File: config.mk
export PLATFORM = sky130hd
export DESIGN_NAME = ebc_core
export DESIGN_NICKNAME = d
export VERILOG_FILES = /design/src/design/ebc_pkg.sv /design/src/design/ebc_alu.sv /design/src/design/ebc_core.sv
export SDC_FILE = /design/constraint.sdc
export NUM_CORES = 1
export LEC_CHECK = 0
export ABC_AREA = 1
export BUFFER_PORTS_ARGS = -buffer_cell sky130_fd_sc_hd__buf_2
export CAP_MARGIN = 20
export CORE_MARGIN = 10
export CORE_UTILIZATION = 45
export CTS_BUF_LIST = sky130_fd_sc_hd__clkbuf_4
export DETAILED_ROUTE_END_ITERATION = 10
export PLACE_DENSITY = 0.77
export SETUP_SLACK_MARGIN = 0.5
export SLEW_MARGIN = 10
export SYNTH_ARGS = -nofsm -noshare
export SYNTH_HDL_FRONTEND = slang
export SYNTH_HIERARCHICAL = 1
export SYNTH_SLANG_ARGS = --single-unit
File: constraint.sdc
create_clock -name core_clk -period 8.5 [get_ports core_clk]
set_input_delay 0.85 -clock core_clk [delete_from_list [all_inputs] [get_ports core_clk]]
set_output_delay 0.85 -clock core_clk [all_outputs]
set_load 0.1 [all_outputs]
File: src/design/ebc_pkg.sv
package ebc_pkg;

	// Operations presented on the issue port, one per instruction
	typedef enum logic [5:0] {
		OP_ADD, OP_ADD_CARRY, OP_WORD_PLUS_IMM, OP_WORD_MINUS_IMM,
		OP_SUB, OP_DIFF_IMM, OP_DIFF_WITH_CARRY, OP_DIFF_CARRY_IMM,
		OP_AND, OP_CONJ_IMM, OP_OR, OP_DISJ_IMM, OP_EXCLUSIVE_DISJ,
		OP_BIT_INVERT, OP_ARITH_INVERT, OP_SET_MASK_BITS, OP_CLEAR_MASK_BITS,
		OP_INC, OP_DEC, OP_ZERO_SIGN_TEST, OP_ZERO_FILL, OP_ONES_FILL,
		OP_SHIFT_LEFT_LOGICAL,
		OP_PC_RELATIVE_JUMP, OP_POINTER_JUMP, OP_ABSOLUTE_JUMP,
		OP_RELATIVE_CALL, OP_POINTER_CALL, OP_DIRECT_CALL,
		OP_SUB_RETURN, OP_INTERRUPT_EXIT,
		OP_SKIP_IF_EQUAL, OP_COMPARE, OP_COMPARE_WITH_CARRY, OP_COMPARE_IMM,
		OP_SKIP_REG_BIT_LOW, OP_SKIP_REG_BIT_HIGH, OP_SKIP_IO_BIT_LOW, OP_SKIP_IO_BIT_HIGH,
		OP_FLAG_SET_BRANCH, OP_FLAG_CLEAR_BRANCH, OP_SIGNED_GE_BRANCH, OP_SIGNED_LT_BRANCH,
		OP_BR_EQUAL, OP_BR_NOT_EQUAL, OP_BR_CARRY_SET, OP_BR_LOWER,
		OP_BR_CARRY_CLEAR, OP_BR_SAME_HIGHER, OP_BR_MINUS, OP_BR_PLUS,
		OP_BR_HALF_SET, OP_BR_HALF_CLEAR, OP_BR_T_SET, OP_BR_T_CLEAR,
		OP_BR_OVF_SET, OP_BR_OVF_CLEAR, OP_BR_INT_ENABLED, OP_BR_INT_DISABLED,
		OP_IO_BIT_SET, OP_IO_BIT_CLEAR
	} ebc_op_t;

	// Bit positions in status_flags
	localparam logic [2:0] FLAG_C = 3'h0;
	localparam logic [2:0] FLAG_Z = 3'h1;
	localparam logic [2:0] FLAG_N = 3'h2;
	localparam logic [2:0] FLAG_V = 3'h3;
	localparam logic [2:0] FLAG_S = 3'h4;
	localparam logic [2:0] FLAG_H = 3'h5;
	localparam logic [2:0] FLAG_T = 3'h6;
	localparam logic [2:0] FLAG_I = 3'h7;
	localparam logic [7:0] FLAG_I_MASK = 8'h80;

	// Reset values
	localparam logic [7:0]  FLAGS_RESET = 8'h00;
	localparam logic [15:0] PC_RESET    = 16'h0000;

	// Byte constants
	localparam logic [7:0] BYTE_ZERO     = 8'h00;
	localparam logic [7:0] BYTE_ONE      = 8'h01;
	localparam logic [7:0] BYTE_ONES     = 8'hFF;
	localparam logic [7:0] INC_OVF_VALUE = 8'h80;
	localparam logic [7:0] DEC_OVF_VALUE = 8'h7F;

	// Program counter steps
	localparam logic [15:0] PC_STEP_ONE   = 16'h0001;
	localparam logic [15:0] PC_STEP_TWO   = 16'h0002;
	localparam logic [15:0] PC_STEP_THREE = 16'h0003;

	// Clock counts per operation
	localparam logic [2:0] CYC_SINGLE    = 3'h1;
	localparam logic [2:0] CYC_WORD      = 3'h2;
	localparam logic [2:0] CYC_REL_JUMP  = 3'h2;
	localparam logic [2:0] CYC_PTR_JUMP  = 3'h2;
	localparam logic [2:0] CYC_ABS_JUMP  = 3'h3;
	localparam logic [2:0] CYC_REL_CALL  = 3'h4;
	localparam logic [2:0] CYC_PTR_CALL  = 3'h4;
	localparam logic [2:0] CYC_DIR_CALL  = 3'h5;
	localparam logic [2:0] CYC_RETURN    = 3'h5;
	localparam logic [2:0] CYC_BR_TAKEN  = 3'h2;
	localparam logic [2:0] CYC_SKIP_ONE  = 3'h2;
	localparam logic [2:0] CYC_SKIP_TWO  = 3'h3;
	localparam logic [2:0] CYC_IO_BIT    = 3'h2;

	// Bit-addressable I/O range ends here
	localparam logic [5:0] IO_BIT_LIMIT = 6'h20;

	// Register port map
	localparam logic [3:0] REG_FLAGS = 4'h0;
	localparam logic [3:0] REG_PC_LO = 4'h1;
	localparam logic [3:0] REG_PC_HI = 4'h2;
	localparam logic [3:0] REG_FAULT = 4'h3;

endpackage

File: src/design/ebc_alu.sv
`timescale 1ns/1ps
module ebc_alu
	import ebc_pkg::*;
(
	// Operation and current status
	input  ebc_op_t     op,
	input  logic [7:0]  flags_in,
	// Operands
	input  logic [7:0]  a,
	input  logic [7:0]  b,
	input  logic [15:0] wa,
	// Results
	output logic [7:0]  res,
	output logic [15:0] wres,
	output logic        write_res,
	output logic        write_word,
	output logic [7:0]  flags_out
);
	logic        add_cin;
	logic        sub_cin;
	logic        negate;
	logic        is_compare;
	logic [7:0]  sub_a;
	logic [7:0]  sub_b;
	logic [8:0]  add9;
	logic [4:0]  add_nib;
	logic [8:0]  sub9;
	logic [4:0]  sub_nib;
	logic        add_ovf;
	logic        sub_ovf;
	logic [16:0] wsum;
	logic [16:0] wdif;
	logic        upd_zn;

	assign add_cin    = (op == OP_ADD_CARRY) & flags_in[FLAG_C];
	assign sub_cin    = (op inside {OP_DIFF_WITH_CARRY, OP_DIFF_CARRY_IMM,
		OP_COMPARE_WITH_CARRY}) & flags_in[FLAG_C]; // RL4
	assign is_compare = op inside {OP_COMPARE, OP_COMPARE_WITH_CARRY, OP_COMPARE_IMM};
	assign negate     = op == OP_ARITH_INVERT;
	assign sub_a      = negate ? BYTE_ZERO : a; // RL6
	assign sub_b      = negate ? a : b;
	// Nine-bit sums wrap the byte and keep carry or borrow on top
	assign add9    = {1'h0, a} + {1'h0, b} + {8'h00, add_cin}; // RL25
	assign add_nib = {1'h0, a[3:0]} + {1'h0, b[3:0]} + {4'h0, add_cin};
	assign sub9    = {1'h0, sub_a} - {1'h0, sub_b} - {8'h00, sub_cin}; // RL25
	assign sub_nib = {1'h0, sub_a[3:0]} - {1'h0, sub_b[3:0]} - {4'h0, sub_cin};
	assign add_ovf = ~(a[7] ^ b[7]) & (a[7] ^ add9[7]);
	assign sub_ovf = (sub_a[7] ^ sub_b[7]) & (sub_a[7] ^ sub9[7]);
	assign wsum    = {1'h0, wa} + {9'h000, b};
	assign wdif    = {1'h0, wa} - {9'h000, b};

	always_comb begin
		res        = a;
		wres       = wa;
		write_res  = 1'h0;
		write_word = 1'h0;
		upd_zn     = 1'h0;
		flags_out  = flags_in; // RL24
		case (op)
			OP_ADD, OP_ADD_CARRY: begin
				res                = add9[7:0]; // RL1
				write_res          = 1'h1;
				upd_zn             = 1'h1;
				flags_out[FLAG_C]  = add9[8];
				flags_out[FLAG_H]  = add_nib[4];
				flags_out[FLAG_V]  = add_ovf;
			end
			OP_SUB, OP_DIFF_IMM, OP_DIFF_WITH_CARRY, OP_DIFF_CARRY_IMM, OP_ARITH_INVERT,
			OP_COMPARE, OP_COMPARE_WITH_CARRY, OP_COMPARE_IMM: begin
				res                = sub9[7:0]; // RL3
				write_res          = ~is_compare; // RL14
				upd_zn             = 1'h1;
				flags_out[FLAG_C]  = sub9[8];
				flags_out[FLAG_H]  = sub_nib[4];
				flags_out[FLAG_V]  = sub_ovf;
			end
			OP_AND, OP_CONJ_IMM, OP_OR, OP_DISJ_IMM, OP_EXCLUSIVE_DISJ,
			OP_SET_MASK_BITS, OP_CLEAR_MASK_BITS, OP_ZERO_SIGN_TEST, OP_ZERO_FILL: begin
				if (op inside {OP_AND, OP_CONJ_IMM}) begin
					res = a & b; // RL5
				end else if (op inside {OP_OR, OP_DISJ_IMM, OP_SET_MASK_BITS}) begin
					res = a | b; // RL7
				end else if (op == OP_EXCLUSIVE_DISJ) begin
					res = a ^ b;
				end else if (op == OP_CLEAR_MASK_BITS) begin
					res = a & (BYTE_ONES - b); // RL7
				end else if (op == OP_ZERO_FILL) begin
					res = a ^ a; // RL8
				end else begin
					res = a & a; // RL8
				end
				write_res         = 1'h1;
				upd_zn            = 1'h1;
				flags_out[FLAG_V] = 1'h0;
			end
			OP_BIT_INVERT: begin
				res               = BYTE_ONES - a; // RL6
				write_res         = 1'h1;
				upd_zn            = 1'h1;
				flags_out[FLAG_C] = 1'h1;
				flags_out[FLAG_V] = 1'h0;
			end
			OP_INC, OP_DEC: begin
				res               = (op == OP_INC) ? a + BYTE_ONE : a - BYTE_ONE; // RL8
				write_res         = 1'h1;
				upd_zn            = 1'h1;
				flags_out[FLAG_V] = res == ((op == OP_INC) ? INC_OVF_VALUE : DEC_OVF_VALUE);
			end
			OP_ONES_FILL: begin
				res       = BYTE_ONES; // RL8
				write_res = 1'h1;
			end
			OP_SHIFT_LEFT_LOGICAL: begin
				res               = {a[6:0], 1'h0}; // RL21
				write_res         = 1'h1;
				upd_zn            = 1'h1;
				flags_out[FLAG_C] = a[7];
				flags_out[FLAG_V] = a[7] ^ a[6];
			end
			OP_WORD_PLUS_IMM, OP_WORD_MINUS_IMM: begin
				wres              = (op == OP_WORD_PLUS_IMM) ? wsum[15:0] : wdif[15:0]; // RL2
				write_word        = 1'h1;
				flags_out[FLAG_C] = (op == OP_WORD_PLUS_IMM) ? wsum[16] : wdif[16];
				flags_out[FLAG_V] = (op == OP_WORD_PLUS_IMM) ? ~wa[15] & wsum[15]
					: wa[15] & ~wdif[15];
				flags_out[FLAG_N] = wres[15];
				flags_out[FLAG_Z] = wres == 16'h0000;
				flags_out[FLAG_S] = wres[15] ^ flags_out[FLAG_V];
			end
			default: begin
			end
		endcase
		if (upd_zn) begin
			flags_out[FLAG_Z] = res == BYTE_ZERO;
			flags_out[FLAG_N] = res[7];
		end
	end

endmodule

File: src/design/ebc_core.sv
// The strobed register port and the register addresses were left to the implementer.
`timescale 1ns/1ps
// Functional notes
// RL1 - Add, with optional carry, one clock
// RL2 - Word immediate add/subtract, two clocks
// RL3 - Subtract register or constant, one clock
// RL4 - Subtract-with-carry also subtracts carry flag
// RL5 - AND/OR/XOR update only Z, N, V
// RL6 - Invert and negate with their flags
// RL7 - Set/clear mask bits update Z, N, V
// RL8 - Inc/dec/test/clear flags; ones fill none
// RL9 - Relative jump PC plus offset plus one
// RL10 - Pointer jump two, absolute three clocks
// RL11 - Calls four clocks, direct call five
// RL12 - Returns five clocks; interrupt exit sets I
// RL13 - Skip when equal, one to three clocks
// RL14 - Compares set flags, store nothing
// RL15 - Skip on register bit clear/set
// RL16 - Skip on I/O bit clear/set
// RL17 - Generic flag branch, one/two clocks
// RL18 - Named branches test single flags
// RL19 - Signed branches use N xor V
// RL20 - I/O bit set/clear, two clocks
// RL21 - Shift left, zero into bit 0
// RL22 - I/O bit ops only below 32
// RL23 - I/O bit ops rewrite whole register
// RL24 - Unaffected flags keep their values
// RL25 - Byte results wrap, signed overflow
module ebc_core
	import ebc_pkg::*;
(
	// Clock and reset
	input  logic        core_clk,
	input  logic        srst,
	// Issue port
	input  logic        start,
	input  ebc_op_t     op,
	input  logic [7:0]  rd_val,
	input  logic [7:0]  rd_hi_val,
	input  logic [7:0]  rr_val,
	input  logic [7:0]  imm,
	input  logic [2:0]  bit_sel,
	input  logic [11:0] offset,
	input  logic [5:0]  io_addr,
	input  logic [7:0]  io_rdata,
	input  logic [15:0] z_ptr,
	input  logic [15:0] target,
	input  logic [15:0] stack_top,
	input  logic        next_two_word,
	output logic        ready,
	// Completion and write-back
	output logic        done,
	output logic        rd_we,
	output logic        rd_word,
	output logic [7:0]  rd_wdata,
	output logic [7:0]  rd_hi_wdata,
	output logic        io_we,
	output logic [5:0]  io_waddr,
	output logic [7:0]  io_wdata,
	output logic        stack_push,
	output logic        stack_pop,
	output logic [15:0] stack_wdata,
	// Architectural state
	output logic [15:0] pc,
	output logic [7:0]  status_flags,
	output logic        fault,
	// Register port
	input  logic [3:0]  reg_addr,
	input  logic [7:0]  reg_wdata,
	input  logic        reg_wr,
	input  logic        reg_rd,
	output logic [7:0]  reg_rdata
);
	logic [2:0]  cnt;
	logic        accept;
	logic        fire;
	logic [7:0]  alu_b;
	logic [7:0]  alu_res;
	logic [15:0] alu_wres;
	logic        alu_wr;
	logic        alu_ww;
	logic [7:0]  alu_flags;
	logic [15:0] off_ext;
	logic [15:0] pc_step;
	logic [15:0] pc_rel;
	logic [15:0] pc_skip;
	logic [2:0]  cyc_skip;
	logic        io_ok;
	logic        io_skip;
	logic        skip_hit;
	logic        named_br;
	logic        is_branch;
	logic        br_on_set;
	logic [2:0]  br_idx;
	logic        br_take;
	logic [7:0]  bit_mask;
	logic [7:0]  io_set_val;
	logic [7:0]  io_clr_val;
	// Decoded next values
	logic [15:0] next_pc;
	logic [2:0]  next_cyc;
	logic        next_push;
	logic        next_pop;
	logic [15:0] next_ret;
	logic        next_io_we;
	logic [7:0]  next_io_wdata;
	logic        next_fault;
	logic [7:0]  next_flags;
	logic [7:0]  next_lo;
	// Held values for multi-clock operations
	logic [15:0] pend_pc;
	logic        pend_push;
	logic        pend_pop;
	logic [15:0] pend_ret;
	logic        pend_io_we;
	logic [7:0]  pend_io_wdata;
	logic [5:0]  pend_io_addr;
	logic        pend_fault;
	logic [7:0]  pend_flags;
	logic [7:0]  pend_lo;
	logic [7:0]  pend_hi;
	logic        pend_wr;
	logic        pend_ww;
	// Commit sources
	logic [15:0] c_pc;
	logic        c_push;
	logic        c_pop;
	logic [15:0] c_ret;
	logic        c_io_we;
	logic [7:0]  c_io_wdata;
	logic [5:0]  c_io_addr;
	logic        c_fault;
	logic [7:0]  c_flags;
	logic [7:0]  c_lo;
	logic [7:0]  c_hi;
	logic        c_wr;
	logic        c_ww;
	// Register port decode
	logic        wr_flags;
	logic        wr_pc_lo;
	logic        wr_pc_hi;
	logic        clr_fault;
	logic [7:0]  rd_mux;

	assign ready  = cnt == 3'h0;
	assign accept = start & ready;

	// Immediate forms take the constant in place of the second register
	assign alu_b = (op inside {OP_DIFF_IMM, OP_DIFF_CARRY_IMM, OP_CONJ_IMM, OP_DISJ_IMM,
		OP_SET_MASK_BITS, OP_CLEAR_MASK_BITS, OP_COMPARE_IMM, OP_WORD_PLUS_IMM,
		OP_WORD_MINUS_IMM}) ? imm : rr_val;

	ebc_alu u_alu (
		.op         (op),
		.flags_in   (status_flags),
		.a          (rd_val),
		.b          (alu_b),
		.wa         ({rd_hi_val, rd_val}),
		.res        (alu_res),
		.wres       (alu_wres),
		.write_res  (alu_wr),
		.write_word (alu_ww),
		.flags_out  (alu_flags)
	);

	// Program counter targets
	assign off_ext  = {{4{offset[11]}}, offset};
	assign pc_step  = pc + PC_STEP_ONE;
	assign pc_rel   = pc + off_ext + PC_STEP_ONE; // RL9
	assign pc_skip  = next_two_word ? pc + PC_STEP_THREE : pc + PC_STEP_TWO; // RL13
	assign cyc_skip = next_two_word ? CYC_SKIP_TWO : CYC_SKIP_ONE;

	// Skip conditions
	assign io_ok    = io_addr < IO_BIT_LIMIT; // RL22
	assign io_skip  = op inside {OP_SKIP_IO_BIT_LOW, OP_SKIP_IO_BIT_HIGH};
	assign skip_hit = ((op == OP_SKIP_IF_EQUAL) & (rd_val == rr_val)) // RL13
		| ((op == OP_SKIP_REG_BIT_LOW) & ~rr_val[bit_sel]) // RL15
		| ((op == OP_SKIP_REG_BIT_HIGH) & rr_val[bit_sel])
		| (io_skip & io_ok & (io_rdata[bit_sel] == (op == OP_SKIP_IO_BIT_HIGH))); // RL16

	// Branch conditions
	assign named_br  = op inside {[OP_BR_EQUAL:OP_BR_INT_DISABLED]};
	assign is_branch = named_br | (op inside {[OP_FLAG_SET_BRANCH:OP_SIGNED_LT_BRANCH]});
	assign br_on_set = op inside {OP_FLAG_SET_BRANCH, OP_BR_EQUAL, OP_BR_CARRY_SET,
		OP_BR_LOWER, OP_BR_MINUS, OP_BR_HALF_SET, OP_BR_T_SET, OP_BR_OVF_SET,
		OP_BR_INT_ENABLED}; // RL18

	always_comb begin
		br_idx = bit_sel; // RL17
		case (op)
			OP_BR_EQUAL, OP_BR_NOT_EQUAL: br_idx = FLAG_Z; // RL18
			OP_BR_CARRY_SET, OP_BR_LOWER, OP_BR_CARRY_CLEAR, OP_BR_SAME_HIGHER: br_idx = FLAG_C;
			OP_BR_MINUS, OP_BR_PLUS: br_idx = FLAG_N;
			OP_BR_HALF_SET, OP_BR_HALF_CLEAR: br_idx = FLAG_H;
			OP_BR_T_SET, OP_BR_T_CLEAR: br_idx = FLAG_T;
			OP_BR_OVF_SET, OP_BR_OVF_CLEAR: br_idx = FLAG_V;
			OP_BR_INT_ENABLED, OP_BR_INT_DISABLED: br_idx = FLAG_I;
			default: br_idx = bit_sel;
		endcase
	end

	assign br_take = (op == OP_SIGNED_GE_BRANCH) ? ~(status_flags[FLAG_N] ^ status_flags[FLAG_V])
		: (op == OP_SIGNED_LT_BRANCH) ? status_flags[FLAG_N] ^ status_flags[FLAG_V] // RL19
		: status_flags[br_idx] == br_on_set; // RL17

	// Whole-register rewrite with one bit forced
	assign bit_mask   = BYTE_ONE << bit_sel;
	assign io_set_val = io_rdata | bit_mask; // RL23
	assign io_clr_val = io_rdata & ~bit_mask; // RL23

	assign next_flags = (op == OP_INTERRUPT_EXIT) ? status_flags | FLAG_I_MASK : alu_flags; // RL12
	assign next_lo    = alu_ww ? alu_wres[7:0] : alu_res;

	always_comb begin
		next_pc       = pc_step;
		next_cyc      = CYC_SINGLE;
		next_push     = 1'h0;
		next_pop      = 1'h0;
		next_ret      = pc_step;
		next_io_we    = 1'h0;
		next_io_wdata = io_set_val;
		next_fault    = 1'h0;
		case (op)
			OP_WORD_PLUS_IMM, OP_WORD_MINUS_IMM: next_cyc = CYC_WORD; // RL2
			OP_PC_RELATIVE_JUMP: begin
				next_pc  = pc_rel; // RL9
				next_cyc = CYC_REL_JUMP;
			end
			OP_POINTER_JUMP: begin
				next_pc  = z_ptr; // RL10
				next_cyc = CYC_PTR_JUMP;
			end
			OP_ABSOLUTE_JUMP: begin
				next_pc  = target; // RL10
				next_cyc = CYC_ABS_JUMP;
			end
			OP_RELATIVE_CALL, OP_POINTER_CALL: begin
				next_pc   = (op == OP_RELATIVE_CALL) ? pc_rel : z_ptr; // RL11
				next_cyc  = (op == OP_RELATIVE_CALL) ? CYC_REL_CALL : CYC_PTR_CALL;
				next_push = 1'h1;
			end
			OP_DIRECT_CALL: begin
				next_pc   = target; // RL11
				next_cyc  = CYC_DIR_CALL;
				next_push = 1'h1;
				next_ret  = pc + PC_STEP_TWO;
			end
			OP_SUB_RETURN, OP_INTERRUPT_EXIT: begin
				next_pc  = stack_top; // RL12
				next_cyc = CYC_RETURN;
				next_pop = 1'h1;
			end
			OP_SKIP_IF_EQUAL, OP_SKIP_REG_BIT_LOW, OP_SKIP_REG_BIT_HIGH,
			OP_SKIP_IO_BIT_LOW, OP_SKIP_IO_BIT_HIGH: begin
				next_fault = io_skip & ~io_ok; // RL22
				if (skip_hit) begin
					next_pc  = pc_skip; // RL15
					next_cyc = cyc_skip;
				end
			end
			OP_IO_BIT_SET, OP_IO_BIT_CLEAR: begin
				next_io_wdata = (op == OP_IO_BIT_SET) ? io_set_val : io_clr_val; // RL20
				next_io_we    = io_ok; // RL22
				next_fault    = ~io_ok;
				next_cyc      = io_ok ? CYC_IO_BIT : CYC_SINGLE;
			end
			default: begin
				if (is_branch & br_take) begin
					next_pc  = pc_rel; // RL17
					next_cyc = CYC_BR_TAKEN;
				end
			end
		endcase
	end

	// Single-clock operations commit straight from the decode
	assign fire       = (accept & (next_cyc == CYC_SINGLE)) | (cnt == 3'h1);
	assign c_pc       = accept ? next_pc : pend_pc;
	assign c_push     = accept ? next_push : pend_push;
	assign c_pop      = accept ? next_pop : pend_pop;
	assign c_ret      = accept ? next_ret : pend_ret;
	assign c_io_we    = accept ? next_io_we : pend_io_we;
	assign c_io_wdata = accept ? next_io_wdata : pend_io_wdata;
	assign c_io_addr  = accept ? io_addr : pend_io_addr;
	assign c_fault    = accept ? next_fault : pend_fault;
	assign c_flags    = accept ? next_flags : pend_flags;
	assign c_lo       = accept ? next_lo : pend_lo;
	assign c_hi       = accept ? alu_wres[15:8] : pend_hi;
	assign c_wr       = accept ? alu_wr | alu_ww : pend_wr;
	assign c_ww       = accept ? alu_ww : pend_ww;

	always_ff @(posedge core_clk) begin
		if (srst) begin
			cnt <= 3'h0;
		end else if (accept) begin
			cnt <= next_cyc - CYC_SINGLE;
		end else if (cnt != 3'h0) begin
			cnt <= cnt - 3'h1;
		end
	end

	always_ff @(posedge core_clk) begin
		if (accept) begin
			pend_pc       <= next_pc;
			pend_push     <= next_push;
			pend_pop      <= next_pop;
			pend_ret      <= next_ret;
			pend_io_we    <= next_io_we;
			pend_io_wdata <= next_io_wdata;
			pend_io_addr  <= io_addr;
			pend_fault    <= next_fault;
			pend_flags    <= next_flags;
			pend_lo       <= next_lo;
			pend_hi       <= alu_wres[15:8];
			pend_wr       <= alu_wr | alu_ww;
			pend_ww       <= alu_ww;
		end
	end

	// Write-back pulses and their data
	always_ff @(posedge core_clk) begin
		if (srst) begin
			done        <= 1'h0;
			rd_we       <= 1'h0;
			rd_word     <= 1'h0;
			rd_wdata    <= BYTE_ZERO;
			rd_hi_wdata <= BYTE_ZERO;
			io_we       <= 1'h0;
			io_waddr    <= 6'h00;
			io_wdata    <= BYTE_ZERO;
			stack_push  <= 1'h0;
			stack_pop   <= 1'h0;
			stack_wdata <= PC_RESET;
		end else begin
			done       <= fire;
			rd_we      <= fire & c_wr;
			io_we      <= fire & c_io_we;
			stack_push <= fire & c_push;
			stack_pop  <= fire & c_pop;
			if (fire) begin
				rd_word     <= c_ww;
				rd_wdata    <= c_lo;
				rd_hi_wdata <= c_hi;
				io_waddr    <= c_io_addr;
				io_wdata    <= c_io_wdata;
				stack_wdata <= c_ret;
			end
		end
	end

	// Register port; an instruction commit wins over a software write
	assign wr_flags  = reg_wr & (reg_addr == REG_FLAGS);
	assign wr_pc_lo  = reg_wr & (reg_addr == REG_PC_LO);
	assign wr_pc_hi  = reg_wr & (reg_addr == REG_PC_HI);
	assign clr_fault = reg_wr & (reg_addr == REG_FAULT) & reg_wdata[0];
	assign rd_mux    = (reg_addr == REG_FLAGS) ? status_flags
		: (reg_addr == REG_PC_LO) ? pc[7:0]
		: (reg_addr == REG_PC_HI) ? pc[15:8]
		: (reg_addr == REG_FAULT) ? {7'h00, fault}
		: BYTE_ZERO;

	always_ff @(posedge core_clk) begin
		if (srst) begin
			pc           <= PC_RESET;
			status_flags <= FLAGS_RESET;
		end else if (fire) begin
			pc           <= c_pc;
			status_flags <= c_flags; // RL24
		end else begin
			if (wr_flags) begin
				status_flags <= reg_wdata;
			end
			if (wr_pc_lo) begin
				pc[7:0] <= reg_wdata;
			end
			if (wr_pc_hi) begin
				pc[15:8] <= reg_wdata;
			end
		end
	end

	always_ff @(posedge core_clk) begin
		if (srst) begin
			fault     <= 1'h0;
			reg_rdata <= BYTE_ZERO;
		end else begin
			fault     <= (fire & c_fault) | (fault & ~clr_fault); // RL22
			reg_rdata <= reg_rd ? rd_mux : BYTE_ZERO;
		end
	end

endmodule

==> results.toml, run 1 <==
[clock_network]
clock_path_buffers = 2
cts_root_buffer = "clkbuf_4"
cts.sink_count = 164
post_cts_resize_count = 0
number_of_cts_inserted_buffers = 17
buffer_count_from_post_cts_setup_fixing = 0
worst_setup_hold_path_clk_slew_ns = 0.16
cts_max_level = 4
tritoncts_clock_tree = "built"
clk_latency_worst_skew_pair_ns = 0.64
cts-hold-fix-buffers = 0

[synth]
synth_top_family_by_area = "simple AND/OR/NAND/NOR gates"
syn_inst = 2450
synth_async_sr_flop_share_pct = 0
synthDominantAreaCellType = "dfxtp_1"
ys_seq_elements = 164
synthesized_net_count = 2675
warnings_from_yosys = 6
synth_enable_flop_cells = 0
post_synth_xor_area_fraction_pct = 4.05
synthMuxAreaShare_pct = 0.445
yosysUniqueCellTypes = 62
ys_top_cells_by_count = "nand2_1 (716), inv_1 (274), nor2_1 (261)"
synth-main-ff-cell = "dfxtp_1"
synth_compound_area_share_pct = 16.6
synth_adder_area_share_pct = 8.12
synth_simple_gate_area_share_pct = 38.7
leading_cell_type_by_number_of_instances_after_synthesis = "nand2_1"
share_of_synthesized_area_occupied_by_flip_flops_and_latches_pct = 22.0
synth_top_cells_by_area = "dfxtp_1 (22%), nand2_1 (18%), ha_1 (7.0%), inv_1 (6.9%), nor2_1 (6.6%)"
syn_avg_cell_area_sq_um = 6.09
netlist.area_leader.share_pct = 22.0
post_synth_instance_area_sq_um = 14900

[final_layout]
layout.cells.non_filler = 3069
postLayoutCellArea_sq_um = 16600
synthToLayoutAreaGrowth_pct = 11.0
post_route_cells_drive_above_1_share_pct = 13.8
design.final.nets = 2838

[critical_path]
max_incr_delay_on_cp_ns = 0.96
worst_flop_to_flop_path_startpoint = "status_flags[2]"
slowest_stage = "o21ai_0"
critPathArrivalTime_ns = 6.45
critical_path.endpoint = "status_flags[1]"
timing.reg2reg.worst_path_depth = 13
timing.reg2reg.setup_slack_ns = 3.64
path_common_cell = "nand2_1"
worst_setup_sp_type = "input pin"
setup.worst_path.class = "input pin to flip-flop"
cp-startpoint = "op[3]"
critPathCaptureType = "flip-flop"
path_max_fanout = 14
worst_ep_required_time_ns = 9.08
timing.rr.end = "fault"

[die]
std_cell_rows = 66
dieHeight_microns = 202
floorplan.core_area_sq_um = 32600
initial_utilization_pct = 45.7
floorplan_die_width_microns = 202
boundaryPins = 219
design.die.area_sq_um = 40800

[global_route]
grt_antenna_before_repair = 3
global_route.overflow_total = 0
pin_count_of_the_biggest_net_entering_global_routing = 71
groute.usage.overall_pct = 29.0
first_global_vias = 16700
grt_pass1_wl_microns = 94100

[drt]
avgViaCountPerCell = 5.67
ant_nets = 0
initialDrtViolationCount = 1626
via_count = 17400
routed_wl_microns = 61800
drtPass1Iterations = 6
residual_drc_count = 0
wl_per_cell_microns = 20.1

[power]
power_frac_seq_pct = 26.6
power.share.clock_pct = 10.3
power_leakage_uw = 0.00871
ir_drop_mv = 0.534
netSwitchingFraction_pct = 60.3
cell_internal_pwr_uw = 1910
power_switching_uw = 2900
power_frac_comb_pct = 63.1
power_density_nw_per_um2 = 290

[timing]
final_max_slew_viol_count = 0
max_slew.worst_pin.slew_ns = 0.970
setup-tns-final_ns = 0
relSlewSlack_pct = 34.6
finalSetupViolCount = 0
minimum_clock_period_ns = 5.87
fmax_ghz = 0.170
finClkSkew_ns = 0.0248
rsz_0062_raised_after_global_routing = "false"
hold_violations = 0
final_min_period_over_clock_period_pct = 69.0

[place]
number_of_instances_in_the_placed_design = 3036
post_dp_cell_area_sq_um = 16300
gp_routability_congestion = 1.01
dp_wirelength_microns = 48300
port_buffers = 218

[min_path]
hold_class = "input pin to flip-flop"

[run]
max_cap_violations = 0

[outcome]
run_status = "completed"
[flip-flops by register name, indices dropped and copies added, names as in the netlist, 16 cells and up]
signal and flops:
stack_wdata 16, pc 16, pend_pc 16, pend_ret 16
[layout make-up]
cell class                 count  area [sq um]
tap                          442           553
clock inverter                15           164
inverter                     287          1080
fill                        3443         16100
sequential                   164          3280
multi-input combinational   1913         10200
antenna                        1          2.50
clock buffer                  17           128
timing repair buffer         230          1180
[cells in the final DEF, fill, tap and decap left out, types with 11 or more instances in the layout]
cell        n
a21oi_1    90
dfxtp_1   164
nand2_1   715
o211ai_1   13
xor2_1     61
nor2_2     12
o21bai_1   11
ha_1       84
buf_4      12
clkbuf_4   17
nand4_1    39
nor2_1    260
o21ai_0   181
o31ai_1    13
or2_2      25
o22ai_1    11
buf_2     218
inv_1     272
nand2_2    11
a221oi_1   11
nand3_1   193
nor3_1     26
a31oi_1    34
[power groups by stage]
stage	Clock (uW)	Sequential, uW	Combinational, uW
6_report	495	1280	3030
5_1_grt	534	1310	3240
4_1_cts	500	1270	3010
3_5_place_dp	0	1290	2990
3_3_place_gp	0	1280	2970
2_1_floorplan	0	2250	1300
[worst min path at each step]
stage,startpoint,end,slack [ns],depth (start not counted)
floorplan,pend_hi[0],pend_hi[0],0.42,2
detailed placement,pend_hi[2],pend_hi[2],0.43,2
global placement,pend_io_addr[0],pend_io_addr[0],0.42,2
global route,io_addr[2],pend_io_addr[2],0.39,3
finish,io_addr[0],pend_io_addr[0],0.43,3
CTS,io_addr[0],pend_io_addr[0],0.40,3
[worst max-delay path, delay by kind of cell]
family | cells | cell delay (ns)
simple gates | 17 | 2.22
compound gates | 8 | 2.03
fa+ha+maj | 2 | 0.75
buf+inv | 4 | 0.61
[metrics by stage]
| stage | hold slack [ns] | setup slack [ns] | total power (uW) | utilization [%] |
|---|---|---|---|---|
| CTS | 0.398 | 2.76 | 4780 | 50.7 |
| global route | 0.395 | 2.16 | 5080 | 50.7 |
| detailed placement | 0.430 | 2.08 | 4280 | 49.8 |
| global placement | 0.424 | 2.11 | 4250 | 49.8 |
| finish | 0.433 | 2.63 | 4810 | 50.7 |
| floorplan | 0.415 | 3.81 | 3550 | - |
[metal layers]
layer  track usage, %  part of all wire, %  vias to the layer above  wire, microns
li1                 -                    -                     8321              -
met1             34.7                   41                     8070          25100
met2             49.5                   47                      855          29300
met3             5.81                  8.1                      156           5020
met4             12.4                  3.9                        2           2400
met5                0                0.021                        -             13
[cell families after synthesis]
kind of cell | count (synthesis)
compound gates | 421
xor+xnor | 69
fa+ha+maj | 92
buf+inv | 373
flops | 164
mux | 6
simple gates | 1325
Power figures use the tool's default switching activity.
==> run 2: changes to the inputs <==
Clock period 8.5 ns to 5.45 ns, I/O delays scaled along.
==> run 2 against run 1 <==
  * Clock-buffer cell count increased by 1
  * Register-to-register slack got worse by 2.0 ns
  * Cell area increased by 0.91%
  * Non-clock buffer count increased by 17
  * Final cell count increased by 0.62%
  * Sequential power increased by 55%
  * Sequential share of layout area decreased by 0.18 points
  * Wire length increased by 0.28%
  * Total power increased by 57%
  * Die area unchanged
  * Largest cell class unchanged
==> results.toml, run 2 (same netlist as run 1, synthesis figures left out) <==
[place]
post_dp_cell_area_sq_um = 16400
dp_wirelength_microns = 48500
number_of_instances_in_the_placed_design = 3053
gp_routability_congestion = 1.05
port_buffers = 218
pre_cts_ws_ns = 0.125

[global_route]
grt_pass1_wl_microns = 94800
grt_antenna_before_repair = 3
top_usage_layer = "met2"
met1_track_demand_over_resource_pct = 35.1
gr-usage-met3_pct = 5.41
first_global_vias = 16800
met2_usage_pct = 48.9
global_route.overflow_total = 0
groute.usage.overall_pct = 29.3
pin_count_of_the_biggest_net_entering_global_routing = 62

[power]
cell_internal_pwr_uw = 3050
power_frac_comb_pct = 63.1
power_density_nw_per_um2 = 452
netSwitchingFraction_pct = 59.5
power_leakage_uw = 0.00880
power_switching_uw = 4490
ir_drop_mv = 0.608
power_frac_seq_pct = 26.2
power.share.clock_pct = 10.7

[clock_network]
cts.sink_count = 164
cts-hold-fix-buffers = 0
clk_latency_worst_skew_pair_ns = 0.68
number_of_cts_inserted_buffers = 17
tritoncts_clock_tree = "built"
cts_root_buffer = "clkbuf_4"
clock_path_buffers = 2
cts_max_level = 4
worst_setup_hold_path_clk_slew_ns = 0.14

[die]
boundaryPins = 219
floorplan.core_area_sq_um = 32600
std_cell_rows = 66
floorplan_die_width_microns = 202
initial_utilization_pct = 45.7
dieHeight_microns = 202
design.die.area_sq_um = 40800

[timing]
hold_violations = 0
fmax_ghz = 0.224
setup-tns-final_ns = 0
finalWorstSetupSlack_ns = 0.984
final_max_slew_viol_count = 0
final_min_period_over_clock_period_pct = 81.9
minimum_clock_period_ns = 4.47
rsz_0062_raised_after_global_routing = "false"
finClkSkew_ns = 0.0530
finalSetupViolCount = 0
max_slew.worst_pin.slew_ns = 0.954
relSlewSlack_pct = 36.2

[min_path]
hold_class = "input pin to flip-flop"

[run]
max_cap_violations = 0

[critical_path]
timing.reg2reg.setup_slack_ns = 1.61
critPathArrivalTime_ns = 5.06
path_max_fanout = 14
max_incr_delay_on_cp_ns = 0.46
buf_inv_stages_crit_path = 5
slowest_stage = "ha_1"
worst_ep_required_time_ns = 6.05
setup.worst_path.class = "input pin to flip-flop"
critPathCaptureType = "flip-flop"
kind_of_cell_with_the_highest_combined_delay_on_the_critical_path = "simple AND/OR/NAND/NOR gates"
path_common_cell = "nand2_1"
worst_setup_sp_type = "input pin"

[drt]
avgViaCountPerCell = 5.69
via_count = 17600
ant_nets = 0
routed_wl_microns = 62000
residual_drc_count = 0
drtPass1Iterations = 6
initialDrtViolationCount = 1667
wl_per_cell_microns = 20.1

[final_layout]
postLayoutCellArea_sq_um = 16700
layout.cells.non_filler = 3088
final_common_cell = "nand2_1"
post_route_cells_drive_above_1_share_pct = 14.3
synthToLayoutAreaGrowth_pct = 12.0
final_cell_mix = "nand2_1 (715), inv_1 (272), nor2_1 (259)"
design.final.nets = 2855

[outcome]
run_status = "completed"
## run 2: changes by cell type in the layout (fill, tap and decap cells not counted), sizes merged
cell    before  now
buf        230  245
bufinv       1    2
clkbuf      17   20
diode        1    3
inv        291  289
## run 2: repair_timing
item / 4_1_cts / 5_1_grt
endpoints found under the setup margin: 0 / 2
buffers inserted: 0 / 0
resized for setup: 0 / 6
hold endpoints to repair: 0 / 0
## run 2: final timing paths
kind | start | cells after the start | end
worst max-delay path | op[3] | 34 | status_flags[1]
worst max register to register | pc[0] | 18 | pc[12]
worst min register to register | pend_io_addr[0] | 2 | pend_io_addr[0]
worst min-delay path | io_addr[1] | 3 | pend_io_addr[1]
## run 2: layer usage
metal  vias to the layer above  part of all wire, %
li1                       8375                    -
met1                      8086                   40
met2                       894                   46
met3                       204                  8.5
met4                         0                  5.2
met5                         -                    0
## run 2: cell type report
cell class                      count  area, sq um
Antenna cell                        3         7.51
Inverter                          287         1080
Timing Repair Buffer              247         1330
Clock buffer                       18          135
Clock inverter                     14          168
Sequential cell                   164         3280
Multi-Input combinational cell   1913        10100
Fill cell                        3435        15900
Tap cell                          442          553
## run 2: metrics by stage
| stage | utilization, % | hold slack, ns | total power, uW |
|---|---|---|---|
| 2_1_floorplan | - | 0.415 | 5540 |
| 3_3_place_gp | 50.2 | 0.423 | 6620 |
| 3_5_place_dp | 50.2 | 0.432 | 6700 |
| 4_1_cts | 51.1 | 0.0860 | 7510 |
| 5_1_grt | 51.2 | 0.0958 | 7980 |
| 6_report | 51.2 | 0.115 | 7550 |
## run 2: power groups by stage
stage | Combinational [uW] | Clock, uW | Sequential (uW)
global route | 5090 | 860 | 2020
finish | 4760 | 806 | 1980
floorplan | 2030 | 0 | 3510
CTS | 4720 | 822 | 1970
global placement | 4640 | 0 | 1990
detailed placement | 4700 | 0 | 2000
## run 2: worst reg2reg max path, stage by stage (launching register included)
cell	delay, ns
dfxtp_1	0.61
inv_1	0.28
ha_1	0.30
fa_1	0.41
o21ai_0	0.36
nand2_1	0.11
a21oi_1	0.33
nand2_1	0.09
nand2_1	0.10
nand2_1	0.08
nand2_1	0.09
nand3_1	0.08
nand2_1	0.08
xor2_1	0.22
nor2_1	0.07
nor3_1	0.35
nand2_1	0.11
nand3_1	0.09
nand2_1	0.05
